$ cat src/rtl/fan_monitor_pkg.sv
// Package: register map, field positions, reset values and timing for the fan monitor
package fan_monitor_pkg;
  // Register offsets
  localparam logic [7:0] CFG1_ADDR     = 8'h00;
  localparam logic [7:0] CFG2_ADDR     = 8'h01;
  localparam logic [7:0] STAT1_ADDR    = 8'h02;
  localparam logic [7:0] SPEED1_ADDR   = 8'h08;
  localparam logic [7:0] SPEED2_ADDR   = 8'h09;
  localparam logic [7:0] LIMIT1_ADDR   = 8'h10;
  localparam logic [7:0] LIMIT2_ADDR   = 8'h11;
  localparam logic [7:0] CHAR1_ADDR    = 8'h20;
  localparam logic [7:0] CHAR2_ADDR    = 8'h21;
  localparam logic [7:0] DUTY_ADDR     = 8'h22;
  localparam logic [7:0] SPINCTL_ADDR  = 8'h23;
  // Field positions
  localparam int CFG1_AUTO_BIT   = 7;
  localparam int CFG1_REG1_BIT   = 5;
  localparam int CFG1_REG2_BIT   = 6;
  localparam int CFG1_FAULT_EN   = 4;
  localparam int CFG1_INVERT_BIT = 3;
  localparam int CFG2_MEAS1_BIT  = 2;
  localparam int CFG2_MEAS2_BIT  = 3;
  localparam int STAT1_FAN1_BIT  = 0;
  localparam int STAT1_FAN2_BIT  = 1;
  localparam int CHAR_RANGE_LSB  = 6;
  // Reset values
  localparam logic [7:0] CFG1_RST    = 8'h90;
  localparam logic [7:0] CFG2_RST    = 8'h7F;
  localparam logic [7:0] LIMIT_RST   = 8'hFF;
  localparam logic [7:0] CHAR_RST    = 8'h5D;
  localparam logic [7:0] DUTY_RST    = 8'h55;
  localparam logic [7:0] SPINCTL_RST = 8'h50;
  // Counts
  localparam logic [7:0] COUNT_MAX    = 8'hFF;
  localparam logic [2:0] FAIL_RUN     = 3'h5;
  localparam logic [3:0] DUTY_STEPS   = 4'hF;
  localparam logic [3:0] REG_DUTY_MIN = 4'hB;
  // Timing
  localparam int  CLK_HZ        = 25_000_000;
  localparam int  REF_HZ_X100   = 1_125_000;
  localparam int  REF_DIV       = CLK_HZ / (REF_HZ_X100 / 100);
  localparam int  SPINUP_MS     = 2000;
  localparam int  SPINUP_CYCLES = (CLK_HZ / 1000) * SPINUP_MS;
  localparam int  PWM_SLOT_CYCLES = 16;
endpackage

$ cat src/rtl/fan_tach_fault_monitor.sv
// Two-fan tach measurement, speed regulation, drive and failure signalling
//
// The implementer's own choices: the register addresses and strobed register access.
`timescale 1ns/100ps
// Behaviour
// Clear bit7, set bit5: fan 1 regulation
// Regulate drive toward limit register target count
// Host sets speed range two for regulation
// Regulation drive spans 75% to 100% (code floor REG_DUTY_MIN 0xB gives 11/16, 68.75%)
// Bits 5,7 clear: direct duty from 0x22
// Host keeps target above 53% speed
// Period counted with 11.25 kHz reference
// Measurement restarts on drive rising edge
// Count pulse two to four, saturate 255
// Repeat measurements, store at 0x08/0x09
// Bits 7:6 pick divider 1/2/4/8
// Bit 3 inverts drive output
// Host picks inversion by transistor type
// Open-drain active-low fault, enabled at reset
// Fault after five consecutive failures
// Failure needs reading above limit
// Failure raises alert and status bit
// Status read releases alert
// Failure forces drive high for spin-up
// Measurement and alerts continue after fault
// Recovery releases fault, normal speed
// Regulation mode fails only at 255
// Duty nibbles per fan, sixteen steps
// Good reading clears failure run
module fan_tach_fault_monitor #(
  parameter int SPINUP_CYCLES = fan_monitor_pkg::SPINUP_CYCLES
) (
  // Clock and reset
  input  wire logic       mclk,
  input  wire logic       rst,
  // Register port
  input  wire logic [7:0] reg_addr,
  input  wire logic [7:0] reg_wdata,
  input  wire logic       reg_wr,
  input  wire logic       reg_rd,
  output logic      [7:0] reg_rdata,
  // Fan pins
  input  wire logic [1:0] fan_pulse_sense_in,
  output logic      [1:0] fan_drive_out,
  // Host signalling
  output logic            alert_n,
  output logic            fan_fault_n_out,
  output logic            fan_fault_n_oe
);

  // Registers
  logic [7:0]  cfg1_q, cfg1_d, cfg2_q, cfg2_d, duty_q, duty_d, spinctl_q, spinctl_d;
  logic [7:0]  limit_q [2], limit_d [2];
  logic [7:0]  char_q [2], char_d [2];
  logic [7:0]  speed_q [2], speed_d [2];
  logic [1:0]  stat_q, stat_d;
  logic [7:0]  rdata_q, rdata_d;
  // Timebase and PWM
  logic [11:0] ref_cnt_q, ref_cnt_d;
  logic        ref_tick;
  logic [3:0]  pwm_phase_q, pwm_phase_d;
  // Per-fan state
  logic [1:0]  sync1_q, sync2_q, tach_prev_q;
  logic [2:0]  edges_q [2], edges_d [2];
  logic [7:0]  cnt_q [2], cnt_d [2];
  logic [2:0]  div_q [2], div_d [2];
  logic [2:0]  fails_q [2], fails_d [2];
  logic [31:0] spin_q [2], spin_d [2];
  logic [3:0]  reg_duty_q [2], reg_duty_d [2];
  logic [1:0]  drive_q, drive_d;
  logic [1:0]  fault_q, fault_d;
  logic [1:0]  pwm_raw;
  logic [1:0]  pwm_prev_q;

  localparam logic [11:0] REF_LAST = 12'(fan_monitor_pkg::REF_DIV - 1);

  assign ref_tick = (ref_cnt_q == REF_LAST);

  function automatic logic [2:0] div_last(input logic [1:0] sel);
    div_last = 3'((4'h1 << sel) - 4'h1);
  endfunction

  // Pin synchronisers
  always_ff @(posedge mclk or posedge rst) begin
    if (rst) begin
      sync1_q     <= 2'h3;
      sync2_q     <= 2'h3;
      tach_prev_q <= 2'h3;
      pwm_prev_q  <= 2'h0;
    end else begin
      sync1_q     <= fan_pulse_sense_in;
      sync2_q     <= sync1_q;
      tach_prev_q <= sync2_q;
      pwm_prev_q  <= pwm_raw;
    end
  end

  // Register access, status and read data
  always_comb begin
    cfg1_d    = cfg1_q;
    cfg2_d    = cfg2_q;
    duty_d    = duty_q;
    spinctl_d = spinctl_q;
    limit_d   = limit_q;
    char_d    = char_q;
    stat_d    = stat_q;
    rdata_d   = 8'h00;
    if (reg_wr) begin
      unique case (reg_addr)
        fan_monitor_pkg::CFG1_ADDR:    cfg1_d    = reg_wdata;
        fan_monitor_pkg::CFG2_ADDR:    cfg2_d    = reg_wdata;
        fan_monitor_pkg::LIMIT1_ADDR:  limit_d[0] = reg_wdata;
        fan_monitor_pkg::LIMIT2_ADDR:  limit_d[1] = reg_wdata;
        fan_monitor_pkg::CHAR1_ADDR:   char_d[0] = reg_wdata;
        fan_monitor_pkg::CHAR2_ADDR:   char_d[1] = reg_wdata;
        fan_monitor_pkg::DUTY_ADDR:    duty_d    = reg_wdata;
        fan_monitor_pkg::SPINCTL_ADDR: spinctl_d = reg_wdata;
        default: ;
      endcase
    end
    if (reg_rd) begin
      unique case (reg_addr)
        fan_monitor_pkg::CFG1_ADDR:    rdata_d = cfg1_q;
        fan_monitor_pkg::CFG2_ADDR:    rdata_d = cfg2_q;
        fan_monitor_pkg::STAT1_ADDR: begin
          rdata_d = {6'h00, stat_q};
          stat_d  = 2'h0;
        end
        fan_monitor_pkg::SPEED1_ADDR:  rdata_d = speed_q[0];
        fan_monitor_pkg::SPEED2_ADDR:  rdata_d = speed_q[1];
        fan_monitor_pkg::LIMIT1_ADDR:  rdata_d = limit_q[0];
        fan_monitor_pkg::LIMIT2_ADDR:  rdata_d = limit_q[1];
        fan_monitor_pkg::CHAR1_ADDR:   rdata_d = char_q[0];
        fan_monitor_pkg::CHAR2_ADDR:   rdata_d = char_q[1];
        fan_monitor_pkg::DUTY_ADDR:    rdata_d = duty_q;
        fan_monitor_pkg::SPINCTL_ADDR: rdata_d = spinctl_q;
        default:                       rdata_d = 8'h00;
      endcase
    end
    // Failure sets win over the read clear
    for (int f = 0; f < 2; f++) begin
      if (fail_event(f)) begin
        stat_d[f] = 1'b1;
      end
    end
  end

  // Failure event for a finished measurement
  function automatic logic fail_event(input int f);
    logic done;
    logic [7:0] val;
    logic reg_mode;
    done     = (edges_q[f] == 3'h4) || (cnt_q[f] == fan_monitor_pkg::COUNT_MAX);
    val      = cnt_q[f];
    reg_mode = !cfg1_q[fan_monitor_pkg::CFG1_AUTO_BIT] && cfg1_q[fan_monitor_pkg::CFG1_REG1_BIT + f];
    if (reg_mode) begin
      fail_event = meas_done(f) && (val == fan_monitor_pkg::COUNT_MAX);
    end else begin
      fail_event = meas_done(f) && (val > limit_q[f]);
    end
    if (!done) begin
      fail_event = 1'b0;
    end
  endfunction

  function automatic logic meas_done(input int f);
    logic en;
    en = cfg2_q[fan_monitor_pkg::CFG2_MEAS1_BIT + f];
    meas_done = en && (edges_q[f] >= 3'h2) && (edges_q[f] != 3'h5)
                && ((edges_q[f] == 3'h4) || (cnt_q[f] == fan_monitor_pkg::COUNT_MAX));
  endfunction

  // Timebase, PWM slots, measurement, regulation and spin-up
  always_comb begin
    ref_cnt_d   = ref_tick ? 12'h000 : ref_cnt_q + 12'h001;
    pwm_phase_d = pwm_phase_q;
    if (ref_tick) begin
      pwm_phase_d = pwm_phase_q + 4'h1;
    end
    for (int f = 0; f < 2; f++) begin
      logic reg_mode;
      logic rise;
      logic [3:0] level;
      reg_mode = !cfg1_q[fan_monitor_pkg::CFG1_AUTO_BIT] && cfg1_q[fan_monitor_pkg::CFG1_REG1_BIT + f];
      rise     = sync2_q[f] && !tach_prev_q[f];
      edges_d[f]    = edges_q[f];
      cnt_d[f]      = cnt_q[f];
      div_d[f]      = div_q[f];
      speed_d[f]    = speed_q[f];
      fails_d[f]    = fails_q[f];
      spin_d[f]     = (spin_q[f] != 32'h0) ? spin_q[f] - 32'h1 : 32'h0;
      reg_duty_d[f] = reg_duty_q[f];
      fault_d[f]    = fault_q[f];
      level      = reg_mode ? reg_duty_q[f] : duty_q[4*f +: 4];
      pwm_raw[f] = (spin_q[f] != 32'h0) || (level > pwm_phase_q) ||
                   (level == fan_monitor_pkg::DUTY_STEPS);
      if (!cfg2_q[fan_monitor_pkg::CFG2_MEAS1_BIT + f]) begin
        edges_d[f] = 3'h0;
      end else if (pwm_raw[f] && !pwm_prev_q[f] && edges_q[f] == 3'h0) begin
        edges_d[f] = 3'h1;
        cnt_d[f]   = 8'h00;
        div_d[f]   = 3'h0;
      end else if (meas_done(f)) begin
        speed_d[f] = cnt_q[f];
        edges_d[f] = 3'h0;
        if (fail_event(f)) begin
          spin_d[f] = SPINUP_CYCLES;
          if (fails_q[f] != fan_monitor_pkg::FAIL_RUN) begin
            fails_d[f] = fails_q[f] + 3'h1;
          end
        end else begin
          fails_d[f] = 3'h0;
        end
        if (reg_mode) begin
          if (cnt_q[f] > limit_q[f] && reg_duty_q[f] != fan_monitor_pkg::DUTY_STEPS) begin
            reg_duty_d[f] = reg_duty_q[f] + 4'h1;
          end else if (cnt_q[f] < limit_q[f] && reg_duty_q[f] != fan_monitor_pkg::REG_DUTY_MIN) begin
            reg_duty_d[f] = reg_duty_q[f] - 4'h1;
          end
        end
      end else if (edges_q[f] != 3'h0 && rise) begin
        edges_d[f] = edges_q[f] + 3'h1;
      end else if (edges_q[f] >= 3'h2 && ref_tick) begin
        if (div_q[f] == div_last(char_q[f][7:6])) begin
          div_d[f] = 3'h0;
          cnt_d[f] = cnt_q[f] + 8'h01;
        end else begin
          div_d[f] = div_q[f] + 3'h1;
        end
      end
      fault_d[f] = (fails_d[f] == fan_monitor_pkg::FAIL_RUN);
      drive_d[f] = pwm_raw[f] ^ cfg1_q[fan_monitor_pkg::CFG1_INVERT_BIT];
    end
  end

  always_ff @(posedge mclk or posedge rst) begin
    if (rst) begin
      cfg1_q      <= fan_monitor_pkg::CFG1_RST;
      cfg2_q      <= fan_monitor_pkg::CFG2_RST;
      duty_q      <= fan_monitor_pkg::DUTY_RST;
      spinctl_q   <= fan_monitor_pkg::SPINCTL_RST;
      stat_q      <= 2'h0;
      rdata_q     <= 8'h00;
      ref_cnt_q   <= 12'h000;
      pwm_phase_q <= 4'h0;
      drive_q     <= 2'h0;
      fault_q     <= 2'h0;
      for (int f = 0; f < 2; f++) begin
        limit_q[f]    <= fan_monitor_pkg::LIMIT_RST;
        char_q[f]     <= fan_monitor_pkg::CHAR_RST;
        speed_q[f]    <= 8'h00;
        edges_q[f]    <= 3'h0;
        cnt_q[f]      <= 8'h00;
        div_q[f]      <= 3'h0;
        fails_q[f]    <= 3'h0;
        spin_q[f]     <= 32'h0;
        reg_duty_q[f] <= fan_monitor_pkg::DUTY_STEPS;
      end
    end else begin
      cfg1_q      <= cfg1_d;
      cfg2_q      <= cfg2_d;
      duty_q      <= duty_d;
      spinctl_q   <= spinctl_d;
      stat_q      <= stat_d;
      rdata_q     <= rdata_d;
      ref_cnt_q   <= ref_cnt_d;
      pwm_phase_q <= pwm_phase_d;
      drive_q     <= drive_d;
      fault_q     <= fault_d;
      limit_q     <= limit_d;
      char_q      <= char_d;
      speed_q     <= speed_d;
      edges_q     <= edges_d;
      cnt_q       <= cnt_d;
      div_q       <= div_d;
      fails_q     <= fails_d;
      spin_q      <= spin_d;
      reg_duty_q  <= reg_duty_d;
    end
  end

  // Outputs
  assign reg_rdata       = rdata_q;
  assign fan_drive_out   = drive_q;
  assign alert_n         = ~|stat_q;
  assign fan_fault_n_out = 1'b0;
  assign fan_fault_n_oe  = |fault_q && cfg1_q[fan_monitor_pkg::CFG1_FAULT_EN];

endmodule

$ cat config.mk
export PLATFORM = sky130hd
export DESIGN_NAME = fan_tach_fault_monitor
export DESIGN_NICKNAME = d
export VERILOG_FILES = /design/src/rtl/fan_monitor_pkg.sv /design/src/rtl/fan_tach_fault_monitor.sv
export SDC_FILE = /design/constraint.sdc
export NUM_CORES = 1
export LEC_CHECK = 0
export ABC_AREA = 1
export BUFFER_PORTS_ARGS = -buffer_cell sky130_fd_sc_hd__buf_2
export CORE_UTILIZATION = 63
export CTS_BUF_LIST = sky130_fd_sc_hd__clkbuf_4
export DETAILED_ROUTE_END_ITERATION = 8
export HOLD_SLACK_MARGIN = 0.15
export PLACE_DENSITY = 0.8
export RECOVER_POWER = 100
export SETUP_SLACK_MARGIN = 0.15
export SLEW_MARGIN = 30
export SYNTH_ARGS = -nofsm -noshare
export SYNTH_HDL_FRONTEND = slang
export SYNTH_SLANG_ARGS = --single-unit
$ cat constraint.sdc
create_clock -name mclk -period 7.2 [get_ports mclk]
set_input_delay 0 -clock mclk [delete_from_list [all_inputs] [get_ports mclk]]
set_output_delay 0 -clock mclk [all_outputs]
set_load 0.01 [all_outputs]
**After elaboration in Yosys (flattened, before gate mapping)**

Cells that the tools add are included.

- Output and inout bits: 13
- Register bits after elaboration: 224

- Bitwise operators: 4
- Equality and inequality tests: 35
- $lt $le $gt $ge: 8
- Muxes and demuxes: 71
- Shift operators: 2
- Add/subtract/negate cells: 18
- Reduce and logical (&&, ||, !) cells: 76

Operator list:

| operator | count |
|---|---|
| 32-bit 2-to-1 mux | 10 |
| 8-bit 2-to-1 mux | 11 |
| 8-bit one-hot mux with 11 select lines | 1 |
| 3-bit 2-to-1 mux | 28 |
| 32-bit nonzero test | 2 |
| 32-bit by 1-bit subtractor with 32-bit output, second input constant | 2 |
| 8-bit by 6-bit == test with 1-bit output, second input constant | 4 |
| 1-bit logical AND | 27 |
| 4-bit 2-to-1 mux | 6 |
| 2-bit AND reduction | 10 |
| 5-bit AND reduction | 4 |
| 2-bit nonzero test | 10 |
| 3-bit by 1-bit adder with 3-bit output, second input constant | 6 |
| 8-bit by 1-bit adder with 8-bit output, second input constant | 2 |
| 8-bit by 4-bit == test with 1-bit output, second input constant | 2 |
| 8-bit by 5-bit == test with 1-bit output, second input constant | 2 |
| 8-bit == test, second input constant | 2 |
| 8-bit greater-than comparator | 2 |
| 8-bit < comparator | 2 |
| 4-bit inequality test, second input constant | 4 |
| 12-bit by 1-bit adder with 12-bit output, second input constant | 1 |
| 4-bit by 1-bit adder with 4-bit output, second input constant | 3 |
| 12-bit == test, second input constant | 1 |
| 3-bit == test, second input constant | 4 |
| other kinds (25) | 68 |

**Logic depth before layout (Yosys ltp)**

Gate-level depths: netlist of the first run.

- Depth after elaboration: 15
- Gate-level depth with buffers: 20

**Least setup slack after synthesis of the first run**

Ideal clock, no wire load.

- Path kind: reg-to-reg
- From: register limit_q[9] in the netlist's numbering
- To: register reg_duty_q[7] in the netlist's numbering
- Buffers on the path: 0
- Path slack: 4.742 ns
- Stages on the path, launching flop included: 16
- Arrival time: 2.383 ns
- Cell sequence: dfstp_2 -> inv_1 -> ha_1 -> inv_1 -> o21bai_1 -> nand2_1 -> nand2_1 -> nand2_1 -> nand2_1 -> nand3_1 -> ha_1 -> a21oi_1 -> o21ai_0 -> xor3_1 -> nand2_1 -> nand2_1

- Word-level cells in the longest chain between the ends: 4
- Elaborated cells between the ends (all ways): 7
- Classes of those cells: 2 x order compare; 1 x mux; 4 x reduce/logical

Ends and longest elaborated chain:

| what | RTL line | text |
|---|---|---|
| from (decl) | fan_tach_fault_monitor.sv:53 | `logic [7:0] limit_q [2], limit_d [2];` |
| from (signal, indexed assignment) | fan_tach_fault_monitor.sv:249 | `limit_q[f] <= fan_monitor_pkg::LIMIT_RST;` |
| from (signal assigned) | fan_tach_fault_monitor.sv:270 | `limit_q <= limit_d;` |
| 8-bit greater-than comparator / 8-bit < comparator (equally long branches) | fan_tach_fault_monitor.sv:215, fan_tach_fault_monitor.sv:217 |  |
| 1-bit logical AND, on equally long branches | fan_tach_fault_monitor.sv:215, fan_tach_fault_monitor.sv:217 |  |
| 2-bit nonzero test (no source line) | -- |  |
| 5-bit AND reduction (no source line) | -- |  |
| to (signal, indexed assignment) | fan_tach_fault_monitor.sv:257 | `reg_duty_q[f] <= fan_monitor_pkg::DUTY_STEPS;` |
| to (signal assigned) | fan_tach_fault_monitor.sv:278 | `reg_duty_q <= reg_duty_d;` |
| to (decl) | fan_tach_fault_monitor.sv:69 | `logic [3:0] reg_duty_q [2], reg_duty_d [2];` |

Several ways; a longest one is shown, not always the timed one.
A chain may end at the register's enable or synchronous reset.

==> results of run 1 <==
-- power breakdown --
part	internal (mW)	leakage (nW)	switching, mW	total (mW)
Combinational	0.0761	4.11	0.154	0.230
Clock	0.678	0.509	0.538	1.22
Sequential	1.30	2.90	0.0247	1.33
Total	2.06	7.52	0.717	2.77
-- area by class of cell --
cell class	count	area [um2]
Timing Repair Buffer	91	728.2
Inverter	196	748.2
Fill cell	1483	4915
Antenna cell	3	7.507
Clock inverter	8	57.56
Sequential cell	224	5674
Tap cell	260	325.3
Multi-Input combinational cell	1103	5719
Clock buffer	104	780.7
-- registers in the layout, summed over array words and instances, names as in the netlist, 8 cells and up --
signal	count
cnt_q	16
limit_q	16
reg_duty_q	8
cfg2_q	8
reg_rdata	8
spin_q	64
char_q	16
spinctl_q	8
duty_q	8
cfg1_q	8
speed_q	16
ref_cnt_q	12
-- logic make-up after synthesis --
group	after synthesis	synth area share (%)
xor gates and xnor gates	67	4.860
adders and majority gates	53	5.476
buffers and inverters	222	7.072
DFF	224	45.82
and+or+nand+nor	771	27.29
AOI/OAI and AO/OA	211	9.457
other	1	0.03028
-- repair_timing --
action | CTS | global route
setup endpoints to repair | 0 | 0
hold endpoints to repair | 215 | 0
hold buffers | 55 | 0
-- tightest hold or removal path: cells and delay by family --
| kind | cells | cell delay (ns) |
|---|---|---|
| buffers and inverters | 3 | 0.78 |
| AND/OR/NAND/NOR | 1 | 0.08 |
-- worst paths after layout --
| check | startpoint | endpoint | slack [ns] |
|---|---|---|---|
| worst max-delay path | cfg1_q[7]$_DFFE_PP1P_ | spin_q[3]$_DFF_PP0_ | 2.72 |
| worst min-delay path | reg_rd | reg_rdata[4]$_DFF_PP0_ | 0.23 |
| worst max register to register | cfg1_q[7]$_DFFE_PP1P_ | spin_q[3]$_DFF_PP0_ | 2.72 |
| worst min register to register | sync2_q[1]$_DFF_PP1_ | tach_prev_q[1]$_DFF_PP1_ | 0.36 |
| max in group asynchronous | rst | char_q[1]$_DFFE_PP0P_ | 5.31 |
| min in group asynchronous | rst | spin_q[35]$_DFF_PP0_ | 0.59 |
-- metrics by stage --
stage	worst slack, ns	area (um2)	hold slack (ns)
after floorplan	1.157	12380	0.004478
after global placement	4.364	12760	0.1043
after detailed placement	4.241	12770	0.1066
after CTS	3.749	14160	0.1698
after global routing	2.264	14040	0.2059
final	2.719	14040	0.2320
-- synthesized netlist by cell type (4+ instances only) --
master      n
a21oi_1    48
buf_2       7
clkbuf_1   12
dfrtp_1   169
dfstp_2    55
ha_1       51
inv_1     189
inv_2       6
nand2_1   388
nand2_2     7
nand2_4     5
nand3_1    94
nand3b_1    4
nand4_1    23
nor2_1    169
nor2_2     20
nor3_1     25
nor3_2      4
nor4_1      6
o21ai_0   124
o21ai_1     4
o21ai_2     8
o22ai_1     8
or2_2      15
xnor2_1    19
xor2_1     47
-- layout by cell type (no fill, tap or decap), types with 8 or more instances in the layout --
cell | synthesis | final
nand2_1 | 388 | 396
inv_1 | 189 | 190
nor2_1 | 169 | 171
dfrtp_1 | 169 | 169
o21ai_0 | 124 | 136
clkbuf_4 | 0 | 104
nand3_1 | 94 | 95
dlygate4sd3_1 | 0 | 55
ha_1 | 51 | 51
dfstp_2 | 55 | 51
a21oi_1 | 48 | 48
xor2_1 | 47 | 47
nor3_1 | 25 | 26
nand4_1 | 23 | 23
buf_2 | 7 | 22
nor2_2 | 20 | 19
xnor2_1 | 19 | 19
or2_2 | 15 | 15
clkbuf_1 | 12 | 11
o22ai_1 | 8 | 8
-- per-layer routing --
metal	track usage [%]	up-vias
li1	-	5258
met2	51.06	373
met1	40.14	5027
met3	5.148	116
met5	0	-
met4	18.05	0
==> results.sh, run 1 <==
export IMPL_drc=0
export IMPL_critPathMaxStageDelay_ns=0.93
export IMPL_ys_ff_latch=224
export IMPL_stdcell_count=1989
export IMPL_yosysSeqAreaShare_pct=45.82
export IMPL_synth_area_top_cells="dfrtp_1, nand2_1, dfstp_2"
export IMPL_routedWlPerCell_um=15.08
export IMPL_final_period_utilization_pct=62.24
export IMPL_die_x_um=142.2
export IMPL_status="finished with violations"
export IMPL_cts_tree="yes"
export IMPL_hold_viol_final=0
export IMPL_synthDistinctLibCells=51
export IMPL_path_clk_slew_ns=0.06
export IMPL_critPathLaunchType="register"
export IMPL_clock_latency_ns=0.69
export IMPL_crit_fanout=18
export IMPL_post_route_util_pct=74.07
export IMPL_htreeDepth=2
export IMPL_wl_met1_mm=12.62
export IMPL_synth_top_area_share_pct=34.15
export IMPL_worst_clock_skew_ns=0.03045
export IMPL_avgSynthCellArea_um2=7.995
export IMPL_grt_overflow=0
export IMPL_maxSlewViolCount=37
export IMPL_cp_slowest_cell="o21ai_0"
export IMPL_syn_nets=1624
export IMPL_cts_sink_count=224
export IMPL_yosys_area_top_type="dfrtp_1"
export IMPL_io_pins=35
export IMPL_p_total_mw=2.774
export IMPL_drt_total_wl_mm=29.99
export IMPL_die_h_um=142.2
export IMPL_async_flop_share_pct=100.0
export IMPL_ys_flop_type="dfrtp_1"
export IMPL_peakVddDrop_v=0.0001453
export IMPL_grt_pass1_wl_mm=50.42
export IMPL_p_leak_nw=7.518
export IMPL_cp_top_family="simple AND/OR/NAND/NOR gates"
export IMPL_grt_pass1_vias=10650
export IMPL_violations="max-capacitance violations, max-slew violations"
export IMPL_met3_length_mm=1.785
export IMPL_end_kind="register"
export IMPL_worstMarginPinSlew_ns=2.427
export IMPL_crit_buf_inv=3
export IMPL_antenna_found_initial=3
export IMPL_cp_required_ns=7.66
export IMPL_gp_congestion=0.8983
export IMPL_layout_min_cycle_time_ns=4.481
export IMPL_met2_length_mm=14.07
export IMPL_hpwl_mm=19.90
export IMPL_fmaxAchievable_mhz=223.2
export IMPL_cap_viol_max_count=2
export IMPL_slew_headroom_pct=-63.49
export IMPL_avgViaCountPerCell=5.417
export IMPL_rsz0062_at_grt="false"
export IMPL_synth_edf_count=0
export IMPL_dieArea_um2=20220
export IMPL_ff2ff_path_depth=16
export IMPL_path_depth=16
export IMPL_postCtsSetupRepairBufs=0
export IMPL_grt_max_degree=141
export IMPL_initial_utilization_pct=65.33
export IMPL_drive_gt1_share_pct=13.67
export IMPL_setup_viol=0
export IMPL_numCtsBuffers=59
export IMPL_grt_use_total_pct=31.46
export IMPL_tns_ns=0
export IMPL_rows=50
export IMPL_hold_depth=4
export IMPL_drt_pass1_iter_count=6
export IMPL_clk_path_buf_depth=3
export IMPL_arrival_ns=4.94
export IMPL_syn_cell_area_um2=12380
export IMPL_drtIter0Drc=795
export IMPL_vias=10770
export IMPL_syn_instance_count=1549
export IMPL_powerDensity_nw_per_um2=197.5
export IMPL_syn_to_final_growth_pct=13.38
export IMPL_nNetsFinal=1750
export IMPL_dp_cells=1819
export IMPL_core_um2=18960
export IMPL_ys_warn_count=0
export IMPL_drtAntennaViolNets=0
export IMPL_critPathKind="register to register"
export IMPL_cts_resized=0
export IMPL_crit_top_cell="nand2_1"
export IMPL_min_path_type="input pin to register"
export IMPL_cts_root_buf="clkbuf_4"
export IMPL_io_buffers=33
export IMPL_path_cells="inv_1 > nand2_1 > nand2_1 > o21ai_0 > inv_1 > ha_1 > a21oi_1 > o21ai_0 > nand2_1 > nand3_4 > nand2_1 > nand2_4 > nor2_1 > inv_1 > o21ai_0 > nor2_1"
export IMPL_highest_layer="met4"
(Power assumes the default switching activity.)
==> run 2, diff against run 1 <==
--- a/config.mk
+++ b/config.mk
@@ -7,11 +7,11 @@
 export LEC_CHECK = 0
 export ABC_AREA = 1
 export BUFFER_PORTS_ARGS = -buffer_cell sky130_fd_sc_hd__buf_2
-export CORE_UTILIZATION = 63
+export CORE_UTILIZATION = 59
 export CTS_BUF_LIST = sky130_fd_sc_hd__clkbuf_4
 export DETAILED_ROUTE_END_ITERATION = 8
 export HOLD_SLACK_MARGIN = 0.15
-export PLACE_DENSITY = 0.8
+export PLACE_DENSITY = 0.79
 export RECOVER_POWER = 100
 export SETUP_SLACK_MARGIN = 0.15
 export SLEW_MARGIN = 30
==> constraint.sdc (replaced) <==
create_clock -name mclk -period 3.65 [get_ports mclk]
set_input_delay 0 -clock mclk [delete_from_list [all_inputs] [get_ports mclk]]
set_output_delay 0 -clock mclk [all_outputs]
set_load 0.01 [all_outputs]
==> run 2 against run 1 <==
Compared with the run above:
- the flow finishes with violations (max-capacitance violations)
- clock power increased by 77%
- sequential cell count unchanged
- final cell count increased by 0.30%
- first-iteration DRC count decreased by 5.2%
- utilization decreased by 5.3 points
- die area increased by 6.7%
- largest power group unchanged
- largest cell class unchanged
- register-to-register slack got worse by 2.3 ns
- clock skew increased by 0.017 ns
- critical endpoint is now reg_rdata[1]$_DFF_PP0_
- combinational power increased by 100%
==> results.sh, run 2 (synthesis gave the netlist of run 1 again) <==
export IMPL_status="finished with violations"
export IMPL_violations="max-capacitance violations"
export IMPL_cts_tree="yes"
export IMPL_maxSlewViolCount=0
export IMPL_hpwl_mm=19.66
export IMPL_cp_required_ns=4.30
export IMPL_core_um2=20430
export IMPL_path_cells="dlygate4sd3_1 > buf_2 > nor2_1 > dlygate4sd3_1 > nand3_1 > dlygate4sd3_1 > inv_1 > nand2_1 > nor2_4 > dlygate4sd3_1 > a221oi_1 > nand2_1 > dlygate4sd3_1 > nand2_1 > inv_1"
export IMPL_largest_reg_flops=64
export IMPL_setup_viol=0
export IMPL_peakVddDrop_v=0.0002415
export IMPL_cap_viol_max_count=1
export IMPL_io_pins=35
export IMPL_avgViaCountPerCell=5.343
export IMPL_whs_ns=0.2965
export IMPL_clk_path_buf_depth=3
export IMPL_arrival_ns=4.06
export IMPL_drc=0
export IMPL_critPathLaunchType="input pin"
export IMPL_rsz0062_at_grt="false"
export IMPL_cp_top_family="buffers and inverters"
export IMPL_critPathKind="input pin to register"
export IMPL_r2r_slack_ns=0.41
export IMPL_critPathMaxStageDelay_ns=0.70
export IMPL_mostFrequentLayoutCells="nand2_1, inv_1, nor2_1"
export IMPL_routedWlPerCell_um=14.70
export IMPL_hold_viol_final=0
export IMPL_grt_overflow=0
export IMPL_pwr_share_seq_pct=49.9
export IMPL_p_leak_nw=7.501
export IMPL_dieArea_um2=21570
export IMPL_path_clk_slew_ns=0.08
export IMPL_die_x_um=146.9
export IMPL_comb_power_share_pct=8.8
export IMPL_rows=52
export IMPL_clock_power_share_pct=41.3
export IMPL_powerDensity_nw_per_um2=373.3
export IMPL_worstMarginPinSlew_ns=1.462
export IMPL_final_period_utilization_pct=93.58
export IMPL_end_kind="register"
export IMPL_dp_cells=1831
export IMPL_nNetsFinal=1753
export IMPL_cp_slowest_cell="dlygate4sd3_1"
export IMPL_io_buffers=33
export IMPL_endpoint="reg_rdata[1]$_DFF_PP0_"
export IMPL_crit_buf_inv=8
export IMPL_grt_pass1_wl_mm=49.89
export IMPL_vias=10660
export IMPL_drt_pass1_iter_count=6
export IMPL_largest_register="spin_q"
export IMPL_finalInstanceArea_um2=14040
export IMPL_htreeDepth=2
export IMPL_slew_headroom_pct=1.976
export IMPL_numCtsBuffers=57
export IMPL_placed_area_um2=12810
export IMPL_crit_fanout=5
export IMPL_layout_commonest_cell="nand2_1"
export IMPL_layout_min_cycle_time_ns=3.416
export IMPL_power_switching_mw=1.383
export IMPL_swShare_pct=26.39
export IMPL_r2r_start="cfg1_q[7]$_DFFE_PP1P_"
export IMPL_cts_sink_count=224
export IMPL_drtIter0Drc=754
export IMPL_crit_top_cell="dlygate4sd3_1"
export IMPL_worstReg2RegEnd="spin_q[6]$_DFF_PP0_"
export IMPL_drtAntennaViolNets=0
export IMPL_tns_ns=0
export IMPL_worst_clock_skew_ns=0.04790
export IMPL_antenna_found_initial=1
export IMPL_initial_utilization_pct=60.62
export IMPL_drive_gt1_share_pct=13.46
export IMPL_die_h_um=146.9
export IMPL_ff2ff_path_depth=16
export IMPL_clock_latency_ns=0.70
export IMPL_grt_max_degree=82
export IMPL_syn_to_final_growth_pct=13.38
export IMPL_crit_start="reg_addr[6]"
export IMPL_gp_congestion=0.9351
export IMPL_grt_use_total_pct=28.83
export IMPL_cts_root_buf="clkbuf_4"
export IMPL_stdcell_count=1995
export IMPL_drt_total_wl_mm=29.33
export IMPL_min_path_type="input pin to register"
export IMPL_fmaxAchievable_mhz=292.8
export IMPL_p_int_mw=3.859
export IMPL_grt_pass1_vias=10640
export IMPL_path_depth=15
[run 2: power groups by stage]
stage / clock network (mW) / registers [mW] / logic [mW]
floorplan: 0 / 2.65 / 0.306
global placement: 0 / 2.66 / 0.416
detailed placement: 0 / 2.66 / 0.426
CTS: 2.22 / 2.61 / 0.467
global route: 2.34 / 2.62 / 0.523
finish: 2.16 / 2.61 / 0.463
[run 2: final cells by class]
class | count | area, um2
Inverter | 196 | 737.0
Tap cell | 270 | 337.8
Clock buffer | 92 | 690.7
Clock inverter | 13 | 48.80
Sequential cell | 224 | 5674
Antenna cell | 1 | 2.502
Timing Repair Buffer | 96 | 779.5
Fill cell | 1732 | 6389
Multi-Input combinational cell | 1103 | 5771
[run 2: worst register-to-register path, cell delays in order, from the launching register on]
cell	delay (ns)
dfstp_1	0.64
inv_1	0.13
nand2_1	0.25
nand2_1	0.08
o21ai_0	0.11
inv_1	0.08
ha_1	0.31
a21oi_1	0.12
o21ai_0	0.09
nand2_1	0.11
nand3_4	0.11
nand2_4	0.20
nand2_1	0.19
nor2_8	0.18
inv_2	0.14
o21ai_4	0.25
nor2_1	0.11
[run 2: worst min path at each step]
stage                               start                    end  slack, ns  depth (start not counted)
floorplan           fan_pulse_sense_in[0]   sync1_q[0]$_DFF_PP1_      0.004                          0
finish                       reg_wdata[0]  cfg2_q[0]$_DFFE_PP1P_       0.30                          4
global placement    fan_pulse_sense_in[1]   sync1_q[1]$_DFF_PP1_       0.11                          1
global route                 reg_wdata[0]  cfg2_q[0]$_DFFE_PP1P_       0.29                          4
CTS                          reg_wdata[3]  duty_q[3]$_DFFE_PP0P_       0.22                          4
detailed placement  fan_pulse_sense_in[0]   sync1_q[0]$_DFF_PP1_       0.11                          1
[run 2: per-stage QoR]
stage	util [%]	worst slack, ns	power [mW]
floorplan	-	0.7709	2.955
global placement	62.72	0.8085	3.072
detailed placement	62.72	0.6855	3.084
CTS	69.18	0.2454	5.296
global route	68.73	0.09717	5.486
finish	68.73	0.2344	5.242
[run 2: timing repair]
action | CTS | global route
endpoints found under the setup margin | 0 | 9
setup buffers | 0 | 0
endpoints found under the hold margin | 247 | 0
hold buffers | 58 | 0
gates resized for setup | 0 | 3
[run 2: per-layer routing]
metal | global-route usage, % | vias up | share of wire, %
met5 | 0 | - | 0
met4 | 16.56 | 0 | 4.9
met3 | 4.565 | 102 | 5.8
met2 | 46.87 | 353 | 47
met1 | 36.76 | 4959 | 42
li1 | - | 5246 | -
